`src/hw/hdti_pkg.sv`:
```
package hdti_pkg;
    localparam int              ADDR_W       = 10;
    localparam int              DATA_W       = 8;
    localparam int              EN_W         = 4;
    localparam logic [ADDR_W-1:0] OFS_TRIGGER = 10'h012;
    localparam logic [ADDR_W-1:0] OFS_IRQCTL  = 10'h013;
    localparam logic [DATA_W-1:0] TRIG_TO_CARD = 8'h00;
    localparam logic [DATA_W-1:0] TRIG_TO_HOST = 8'h01;
    localparam logic [EN_W-1:0]   EN_RESET     = 4'h0;
    localparam int              EN_DMA_END   = 0;
    localparam int              EN_ERROR     = 1;
    localparam int              EN_OUT_RDY   = 2;
    localparam int              EN_IN_RDY    = 3;
    localparam logic            DIR_TO_CARD  = 1'b0;
    localparam logic            DIR_TO_HOST  = 1'b1;

    typedef enum logic [3:0] {
        ST_IDLE  = 4'h1,
        ST_WAIT  = 4'h2,
        ST_REQ   = 4'h4,
        ST_DRAIN = 4'h8
    } hdti_dma_state_t;
endpackage

```
`src/hw/hdti_dma_seq.sv`:
```
`timescale 1ns/100ps
module hdti_dma_seq (
    input  wire logic clk,
    input  wire logic rst_n,
    input  wire logic start,
    input  wire logic start_dir,
    input  wire logic link_input_ready_flag,
    input  wire logic link_output_ready_flag,
    input  wire logic dma_ack,
    input  wire logic dma_tc,
    output logic      dreq_q,
    output logic      dir_q,
    output logic      busy_q,
    output logic      done_q
);
    hdti_pkg::hdti_dma_state_t st_q;
    hdti_pkg::hdti_dma_state_t st_d;
    logic                      dreq_d;
    logic                      dir_d;
    logic                      busy_d;
    logic                      done_d;
    logic                      rdy;

    // to card needs room in the adapter, to host needs a byte waiting
    assign rdy = (dir_q == hdti_pkg::DIR_TO_HOST) ? link_input_ready_flag : link_output_ready_flag;

    always_comb begin
        st_d   = st_q;
        dir_d  = dir_q;
        dreq_d = 1'b0;
        done_d = 1'b0;
        case (st_q)
            hdti_pkg::ST_IDLE: begin
                if (start) begin
                    dir_d = start_dir;
                    st_d  = hdti_pkg::ST_WAIT;
                end
            end
            hdti_pkg::ST_WAIT: begin
                if (rdy) begin
                    dreq_d = 1'b1;
                    st_d   = hdti_pkg::ST_REQ;
                end
            end
            hdti_pkg::ST_REQ: begin
                dreq_d = 1'b1;
                if (dma_ack) begin
                    dreq_d = 1'b0;
                    if (dma_tc) begin
                        done_d = 1'b1;
                        st_d   = hdti_pkg::ST_IDLE;
                    end else begin
                        st_d = hdti_pkg::ST_DRAIN;
                    end
                end
            end
            hdti_pkg::ST_DRAIN: begin
                // flag lags the byte; waiting for it to fall avoids a double request
                if (!rdy) begin
                    st_d = hdti_pkg::ST_WAIT;
                end
            end
            default: begin
                st_d = hdti_pkg::ST_IDLE;
            end
        endcase
        busy_d = (st_d != hdti_pkg::ST_IDLE);
    end

    always_ff @(posedge clk or negedge rst_n) begin
        if (!rst_n) begin
            st_q   <= hdti_pkg::ST_IDLE;
            dir_q  <= hdti_pkg::DIR_TO_CARD;
            dreq_q <= 1'b0;
            busy_q <= 1'b0;
            done_q <= 1'b0;
        end else begin
            st_q   <= st_d;
            dir_q  <= dir_d;
            dreq_q <= dreq_d;
            busy_q <= busy_d;
            done_q <= done_d;
        end
    end
endmodule

```
`src/hw/hdti_card.sv`:
```
`timescale 1ns/100ps
// Overview of operation
// - writing 0 to trigger port moves host to card, 1 card to host
// - trigger port decodes at base plus 0x12
// - one DMA request per byte, dropped after each acknowledge
// - interrupt control at base plus 0x13, write only, low four bits used
// - enable bits: DMA end, error, output ready, input ready
// - 1 enables an event, 0 disables it, any combination allowed
// - all enabled events share one interrupt line
// - enables reset to 0 and line floats while all are 0
// - any enable set drives line low, enabled event drives it high
// - clearing bit 0 disables and drops pending DMA end
// - setting bit 0 again waits for a new DMA completion
// - ready events hold the line while their flag stands or until disabled
// - switch on routes to IRQ3, off routes to IRQ5
// - error and both ready flags are readable as status
module hdti_card #(
    parameter int ADDR_W = hdti_pkg::ADDR_W,
    parameter int DATA_W = hdti_pkg::DATA_W
) (
    input  wire logic              clk,
    input  wire logic              rst_n,
    input  wire logic [ADDR_W-1:0] base_addr,
    input  wire logic [ADDR_W-1:0] io_addr,
    input  wire logic              io_wr,
    input  wire logic [DATA_W-1:0] io_wdata,
    input  wire logic              dma_ack,
    input  wire logic              dma_tc,
    input  wire logic              card_error,
    input  wire logic              link_input_ready_flag,
    input  wire logic              link_output_ready_flag,
    input  wire logic              irq_sel_sw,
    output logic                   dma_req,
    output logic                   dma_dir,
    output logic                   dma_busy,
    output logic                   irq3_o,
    output logic                   irq3_oe,
    output logic                   irq5_o,
    output logic                   irq5_oe,
    output logic                   stat_error,
    output logic                   stat_in_rdy,
    output logic                   stat_out_rdy
);
    localparam int EN_W = hdti_pkg::EN_W;
    localparam logic [EN_W-1:0] EN_RESET = hdti_pkg::EN_RESET;

    logic [EN_W-1:0] en_q;
    logic [EN_W-1:0] en_d;
    logic [EN_W-1:0] ev_vec;
    logic            dma_end_q;
    logic            dma_end_d;
    logic            irq_lvl_d;
    logic            irq_drv_d;
    logic            irq_lvl_q;
    logic            irq_drv_q;
    logic            sel3_q;
    logic            irq3_o_d;
    logic            irq3_oe_d;
    logic            irq5_o_d;
    logic            irq5_oe_d;
    logic            stat_err_q;
    logic            stat_in_q;
    logic            stat_out_q;
    logic            wr_trig;
    logic            wr_ctl;
    logic            trig_ok;
    logic            dma_done;
    logic [ADDR_W-1:0] trig_addr;
    logic [ADDR_W-1:0] ctl_addr;

    assign trig_addr = ADDR_W'(base_addr + hdti_pkg::OFS_TRIGGER);
    assign ctl_addr  = ADDR_W'(base_addr + hdti_pkg::OFS_IRQCTL);
    assign wr_trig   = io_wr && (io_addr == trig_addr);
    assign wr_ctl    = io_wr && (io_addr == ctl_addr);
    // other data values and triggers during a running transfer are ignored
    assign trig_ok   = wr_trig && (io_wdata == hdti_pkg::TRIG_TO_CARD || io_wdata == hdti_pkg::TRIG_TO_HOST);

    hdti_dma_seq u_seq (
        .clk                    (clk),
        .rst_n                  (rst_n),
        .start                  (trig_ok),
        .start_dir              (io_wdata == hdti_pkg::TRIG_TO_HOST),
        .link_input_ready_flag  (link_input_ready_flag),
        .link_output_ready_flag (link_output_ready_flag),
        .dma_ack                (dma_ack),
        .dma_tc                 (dma_tc),
        .dreq_q                 (dma_req),
        .dir_q                  (dma_dir),
        .busy_q                 (dma_busy),
        .done_q                 (dma_done)
    );

    assign ev_vec = {link_input_ready_flag, link_output_ready_flag, card_error, dma_end_q};

    always_comb begin
        en_d = en_q;
        if (wr_ctl) begin
            en_d = io_wdata[EN_W-1:0];
        end
        // completion while bit 0 is off is dropped, so re-enabling cannot replay it
        if (dma_done && en_q[hdti_pkg::EN_DMA_END]) begin
            dma_end_d = 1'b1;
        end else if (!en_q[hdti_pkg::EN_DMA_END]) begin
            dma_end_d = 1'b0;
        end else begin
            dma_end_d = dma_end_q;
        end
        irq_lvl_d = |(en_q & ev_vec);
        irq_drv_d = |en_q;
    end

    always_ff @(posedge clk or negedge rst_n) begin
        if (!rst_n) begin
            en_q       <= hdti_pkg::EN_RESET;
            dma_end_q  <= 1'b0;
            irq_lvl_q  <= 1'b0;
            irq_drv_q  <= 1'b0;
            sel3_q     <= 1'b0;
            stat_err_q <= 1'b0;
            stat_in_q  <= 1'b0;
            stat_out_q <= 1'b0;
        end else begin
            en_q       <= en_d;
            dma_end_q  <= dma_end_d;
            irq_lvl_q  <= irq_lvl_d;
            irq_drv_q  <= irq_drv_d;
            sel3_q     <= irq_sel_sw;
            stat_err_q <= card_error;
            stat_in_q  <= link_input_ready_flag;
            stat_out_q <= link_output_ready_flag;
        end
    end

    // routing uses the switch of the previous cycle; the switch is static in use
    always_comb begin
        irq3_o_d  = irq_lvl_q && sel3_q;
        irq3_oe_d = irq_drv_q && sel3_q;
        irq5_o_d  = irq_lvl_q && !sel3_q;
        irq5_oe_d = irq_drv_q && !sel3_q;
    end

    // pins leave a flop so the host bus never sees a decode glitch
    always_ff @(posedge clk or negedge rst_n) begin
        if (!rst_n) begin
            irq3_o  <= 1'b0;
            irq3_oe <= 1'b0;
            irq5_o  <= 1'b0;
            irq5_oe <= 1'b0;
        end else begin
            irq3_o  <= irq3_o_d;
            irq3_oe <= irq3_oe_d;
            irq5_o  <= irq5_o_d;
            irq5_oe <= irq5_oe_d;
        end
    end

    assign stat_error   = stat_err_q;
    assign stat_in_rdy  = stat_in_q;
    assign stat_out_rdy = stat_out_q;
endmodule

```
`config.mk`:
```
export PLATFORM = sky130hd
export DESIGN_NAME = hdti_card
export DESIGN_NICKNAME = d
export VERILOG_FILES = /design/src/hw/hdti_pkg.sv /design/src/hw/hdti_dma_seq.sv /design/src/hw/hdti_card.sv
export SDC_FILE = /design/constraint.sdc
export NUM_CORES = 1
export LEC_CHECK = 0
export ABC_AREA = 1
export BUFFER_PORTS_ARGS = -buffer_cell sky130_fd_sc_hd__buf_2
export CAP_MARGIN = 20
export CORE_MARGIN = 3
export CORE_UTILIZATION = 50
export DETAILED_ROUTE_END_ITERATION = 12
export HOLD_SLACK_MARGIN = 0.05
export PLACE_DENSITY = 0.8
export RECOVER_POWER = 50
export SETUP_SLACK_MARGIN = 0.2
export SLEW_MARGIN = 20
export SYNTH_ARGS = -nofsm -noshare
export SYNTH_HDL_FRONTEND = slang
export SYNTH_SLANG_ARGS = --single-unit
export TNS_END_PERCENT = 5
```
`constraint.sdc`:
```
create_clock -name clk -period 2.2 [get_ports clk]
set_clock_uncertainty 0.2 [all_clocks]
set_input_delay 0.22 -clock clk [delete_from_list [all_inputs] [get_ports clk]]
set_output_delay 0.22 -clock clk [all_outputs]
set_load 0.01 [all_outputs]
```
-- Word-level counts from Yosys, hierarchy flattened
Index checks and enable logic that the tools add are counted.
- flip-flop bits (word level): 23
- bits of input ports: 37
- output and inout bits: 10
- word-level logic and storage cells: 58
- add/sub/neg operators: 2
- equal/unequal tests: 9
- muxes and demuxes: 15
- bitwise gates (word level): 1
- reductions and logical operators: 14
- operators with widths (cell ; count):
    10-bit by 5-bit adder with 10-bit output, second input constant ; 2
    10-bit equality test ; 2
    4-bit two-way mux ; 5
    4-bit case mux with 4 select lines ; 1
    8-bit by 1-bit equality test with 1-bit output, second input constant ; 1
    1-bit logical AND ; 8
    8-bit logical NOT ; 1
    1-bit two-way mux ; 8
    4-bit OR reduction ; 2
    4-bit AND ; 1
    4-bit by 1-bit equality test with 1-bit output, second input constant ; 1
    4-bit by 2-bit equality test with 1-bit output, second input constant ; 1
    4-bit by 3-bit equality test with 1-bit output, second input constant ; 1
    4-bit equality test, second input constant ; 1
    4-bit by 1-bit inequality test with 1-bit output, second input constant ; 1
    2-bit by 1-bit inequality test with 1-bit output, second input constant ; 1
    1-bit case mux with 2 select lines ; 1
    2-bit AND reduction ; 1
    1-bit logical NOT ; 1
    1-bit logical OR ; 1

-- Depth between registers and ports, before layout
- word-level depth: 7
- depth in mapped cells: 13
- gate-level depth less buffers: 13

-- Cells and area by module
Synthesis repeated with hierarchy kept, for this count alone.
- cells, all modules: 214
- area total of the unflattened synthesis: 1569.0 sq um
- by module, submodules not included (module ; instances ; cells each ; area each (sq um) ; seq. area each (sq um)):
    hdti_card ; 1 ; 161 ; 1167.4 ; 375.4
    hdti_dma_seq ; 1 ; 53 ; 401.6 ; 201.4

-- Least setup slack after synthesis
No wires, ideal clock.
- path type: in2reg
- from: input base_addr[1]
- to: register en_q[0]
- library setup time: 117 ps
- arrival: 1283 ps
- required time: 1883 ps
- slack: 600 ps
- stages on the path: 11
- path buffers: 0
- path through: ha_1 -> inv_1 -> nand2_1 -> nand2_1 -> nand2_2 -> nand3_1 -> nand2_1 -> nor2_2 -> nand4_2 -> nand2_1 -> nand2_1
- cells in the longest elaborated chain, start to end: 3
- ends and longest elaborated chain (element ; line ; RTL):
    start: declaration ; hdti_card.sv:23 ; input wire logic [ADDR_W-1:0] base_addr,
    10-bit by 5-bit adder with 10-bit output ; hdti_card.sv:72 ; assign ctl_addr = ADDR_W'(base_addr + hdti_pkg::OFS_IRQCTL);
    10-bit equality test ; hdti_card.sv:74 ; assign wr_ctl = io_wr && (io_addr == ctl_addr);
    1-bit logical AND ; hdti_card.sv:74 ;
    end signal: assignment ; hdti_card.sv:114 ; en_q <= hdti_pkg::EN_RESET;
    end signal: assignment ; hdti_card.sv:123 ; en_q <= en_d;
    end: declaration ; hdti_card.sv:47 ; logic [EN_W-1:0] en_q;
No other way between the ends.
A chain may end at the register's enable or synchronous reset.

-- Final worst setup path
- from: input io_wdata[2]
- to: register u_seq.dir_q
- cells in the longest elaborated chain, start to end: 4
- elaborated cells on any way between the ends: 5
- those cells by class: eq/ne (1); reduce/logical (4)
- ends and longest elaborated chain (element ; line ; RTL):
    start: declaration ; hdti_card.sv:26 ; input wire logic [DATA_W-1:0] io_wdata,
    8-bit by 1-bit equality test with 1-bit output or 8-bit logical NOT (tied branches) ; hdti_card.sv:76, hdti_card.sv:82 ;
    1-bit logical OR ; hdti_card.sv:76 ; assign trig_ok = wr_trig && (io_wdata == hdti_pkg::TRIG_TO_CARD || io_wdata == hdti_pkg::TRIG_TO_HOST);
    1-bit logical AND ; hdti_card.sv:76 ;
    2-bit AND reduction (no line) ; - ;
    end signal: assignment ; hdti_dma_seq.sv:73 ; dir_q <= hdti_pkg::DIR_TO_CARD;
    end signal: assignment ; hdti_dma_seq.sv:79 ; dir_q <= dir_d;
    end: declaration ; hdti_dma_seq.sv:12 ; output logic dir_q,
Several ways; a longest one is shown, not always the timed one.

==> run summary <==
The repair_antennas step left the layout with diodes totalling 0. The vertical die dimension is 65.6 um, and the slack of the worst reg-to-reg path is 0.52 ns. The worst setup path is of the in -> reg kind. For the final cell count without fillers, the log shows 398. Leaving out fill and tap cells, the most frequent cells in the layout are nand2_1 (111), inv_1 (45), buf_2 (42). The maximum clock frequency is 544 MHz, and the layout cell share with drive strength beyond 1 is 18.5%. The region available for standard cell placement spans 3390 um2. Worst max-slew margin expressed relative to the limit: 25.1%.

The final count of negative-setup-slack endpoints came out at 0. The tree is rooted in a clkbuf_4. Summing every instance area after synthesis gives 1780 um2. The effective utilization at floorplan was 52.4%.

The area share of the leading cell type in the synthesized netlist came out at 31.0%. The tools report the depth of the CTS H-tree as 1. The mean cell area of the mapped netlist was 6.11 um2. Clock latency on the worst-skew pair, taken at its later pin, is 0.29 ns. The final count of hold timing violations was 0. The count of final max-slew check failures was 0; the count of cells along the worst hold path was 6.

TritonCTS built the clock tree. Sequential area share after synthesis: 32.5%. The tools report the worst setup path endpoint as u_seq.dir_q$_DFFE_PN0P_.

In the routed layout, each cell is associated on average with a via count of 4.80. The most used flip-flop cell after synthesis is dfrtp_1. The run gives 21.0% as the global routing usage summed across all routing layers.

In the routed design, unresolved DRC markers number 0. Of the total power, the clock network draws 18.8%. The number of global-route vias before repair was 1766. The flow ran to the end, and the final reports show no timing, DRC or antenna violations. Max-cap violations in this run came to 0.

The final clock period utilization by the worst path was 83.5%; the total power per unit cell area was 438 nW/um2. STA puts the critical path data required time at 2.24 ns. The type of the tightest min-delay check is in -> reg.

By area the synthesized netlist is led by dfrtp_1 (31%), nand2_1 (23%), inv_1 (9.5%). The floorplan has 21 rows. Combinational logic burns 32.7% of the power. For the number of vias after detailed routing, the log shows 1910.

The total negative slack is 0 ns, and the last weighted congestion value of the routability-driven placer is 0.862. In this run the critical register-to-register path is captured at u_seq.busy_q$_DFF_PN0_. Counting every instance in the synthesized netlist gives 291. The number of flops mapped to enable cells by yosys is 0, and the die extent in x is 65.6 um. The run gives 4350 um as the post-detailed-routing wire length. The synthesized design spends more area on one cell type than any other, namely dfrtp_1. Including well taps, the total number of placed cells is 383. Tracing the worst setup path back leads to its startpoint at io_wdata[2]. The endpoint kind of the worst setup timing path is a register. At the end of the flow, the number of nets in the layout was 393. After global routing the overflow that remains totals 0.

The largest driver fanout on the critical path is 3, and the share of synthesized registers carrying an async set or reset is 100%. VDD sags by at most 0.000328 V. Cell internal power was estimated by the tool at 0.648 mW. The placement-stage cell area was 2060 um2; the number of top-level design ports was 47. In this run the critical register-to-register path is launched from u_seq.st_q[1]$_DFF_PN0_. The pin count of the biggest net entering global routing was 24; the DRC violation total after the first TritonRoute iteration was 95. For this run, the detailed router's first-pass iteration total came to 4. The clock slew seen by the registers of the worst setup and hold paths is 0.11 ns. The synthesized netlist contains 26 unique library cells. At the worst endpoint, the arrival time is 1.88 ns. Relative to the synthesized area, the layout overhead comes to 23.9%. In this run the remaining antenna-violating nets after routing total 0. Post-route cell area: 2200 um2. The run gives 1.33 nW as the leakage power figure. Synthesis inferred 23 register bits.

For this run, the share of the core covered by cells in the final layout is 64.9%. The number of clock buffers added by TritonCTS is 3. Number of buffers added on ports: 46. The Yosys step of the flow raised 0 warnings. The tools report the post-synth net total as 331. The shortest clock period the worst path allows after layout came out at 1.84 ns.

Dividing the detail-routed wire length by the instance count gives 10.9 um. The initial antenna violation count was 0; the power dissipated by switching net loads was 0.316 mW. The number of setup buffers added after CTS is 0. Slew at the pin with the worst max-slew slack: 1.12 ns. The most common library cell in the layout ignoring fill and taps was nand2_1. Setup repair after global routing left no endpoint under its margin. In this run the most critical hold path is launched from io_addr[3].

Fill cells in the final layout number 302. Net switching is 32.8% of the power. In this run the deepest clock path goes through 2 buffers. For the worst flop-to-flop path, the logic depth is 6.

The tools report the count of clock tree sinks as 23. Sequential cells account for 48.6% of the total power. The wire-length estimate of the detail-placed layout is 3300 um. The worst setup path is launched from an input pin. The first global-routing pass estimated 7250 um of wire. Total die area: 4300 um2.
cell type report:
type	count	area [um2]	share of cell area [%]
clock buffer	4	26.3	1.19
timing repair buffer	58	343	15.6
tap	46	57.6	2.62
inverter	50	188	8.53
sequential	23	577	26.2
multi-input combinational	217	1010	45.9
per-layer routing:
layer  global-route usage (%)  part of all wire [%]  vias to the layer above
met5                        0                     0                        -
met4                     2.59                  0.76                        0
met3                     1.88                   4.1                        4
met2                     41.1                    52                       48
met1                     25.2                    43                      833
li1                         -                     -                     1025
power groups by stage:
stage          clock network (mW)  registers, mW  logic [mW]
6_report                    0.181          0.468       0.315
5_1_grt                     0.203          0.471       0.360
4_1_cts                     0.185          0.467       0.312
3_5_place_dp                    0          0.475       0.296
3_3_place_gp                    0          0.477       0.290
2_1_floorplan                   0          0.481       0.180
critical path: stages:
cell and delay [ns]:
dlygate4sd3_1 0.54, buf_2 0.14, nor2_1 0.17, o21ai_0 0.13, nor2_1 0.11, nand3_1 0.08
nor2_2 0.12, nand3_1 0.07, nor2_1 0.12, nand3_1 0.09, nand2_1 0.07
sequential cells by signal, indices dropped and copies added, names as in the netlist:
name / flops
u_seq.busy_q: 1
sel3_q: 1
irq_lvl_q: 1
stat_error: 1
u_seq.st_q: 4
stat_in_rdy: 1
en_q: 4
u_seq.dir_q: 1
u_seq.dreq_q: 1
irq_drv_q: 1
irq3_oe: 1
irq5_o: 1
u_seq.done_q: 1
irq3_o: 1
irq5_oe: 1
dma_end_q: 1
stat_out_rdy: 1
synth_stat cells (3+ instances only):
cell type	count
inv_1	45
nand3_1	28
dfrtp_1	22
o22ai_1	3
xor2_1	3
nor2_1	35
nand4_1	9
nand2_2	6
nand2_1	111
o21ai_0	3
ha_1	3
nor2_2	3
inv_2	4
worst min path at each step:
stage	end	slack, ns
3_3_place_gp	irq3_oe$_DFF_PN0_	0.005
3_5_place_dp	irq3_oe$_DFF_PN0_	0.007
5_1_grt	en_q[1]$_DFFE_PN0P_	0.20
6_report	en_q[3]$_DFFE_PN0P_	0.18
2_1_floorplan	dma_end_q$_DFFE_PN0P_	-0.28
4_1_cts	en_q[3]$_DFFE_PN0P_	0.17
stage by stage:
step / setup slack, ns / power (mW) / hold slack (ns)
finish: 0.363 / 0.963 / 0.177
global route: 0.201 / 1.03 / 0.201
CTS: 0.354 / 0.964 / 0.169
detailed placement: 0.245 / 0.772 / 0.00690
global placement: 0.266 / 0.766 / 0.00530
floorplan: 0.600 / 0.661 / -0.276
kinds of logic after synthesis:
family / after synthesis / share of synthesized area (%)
buffers and inverters: 51 / 11.0
adder cells (fa/ha/maj): 3 / 2.11
AND/OR/NAND/NOR: 201 / 48.9
XOR/XNOR: 5 / 2.89
flip-flops: 23 / 32.5
AO/OA/AOI/OAI: 8 / 2.61
what timing repair did:
item | in CTS | in global routing
resized for setup | 0 | 2
setup endpoints to repair | 0 | 1
endpoints found under the hold margin | 36 | 0
hold buffers | 11 | 0
No activity file was read; power rests on OpenSTA's default activity.
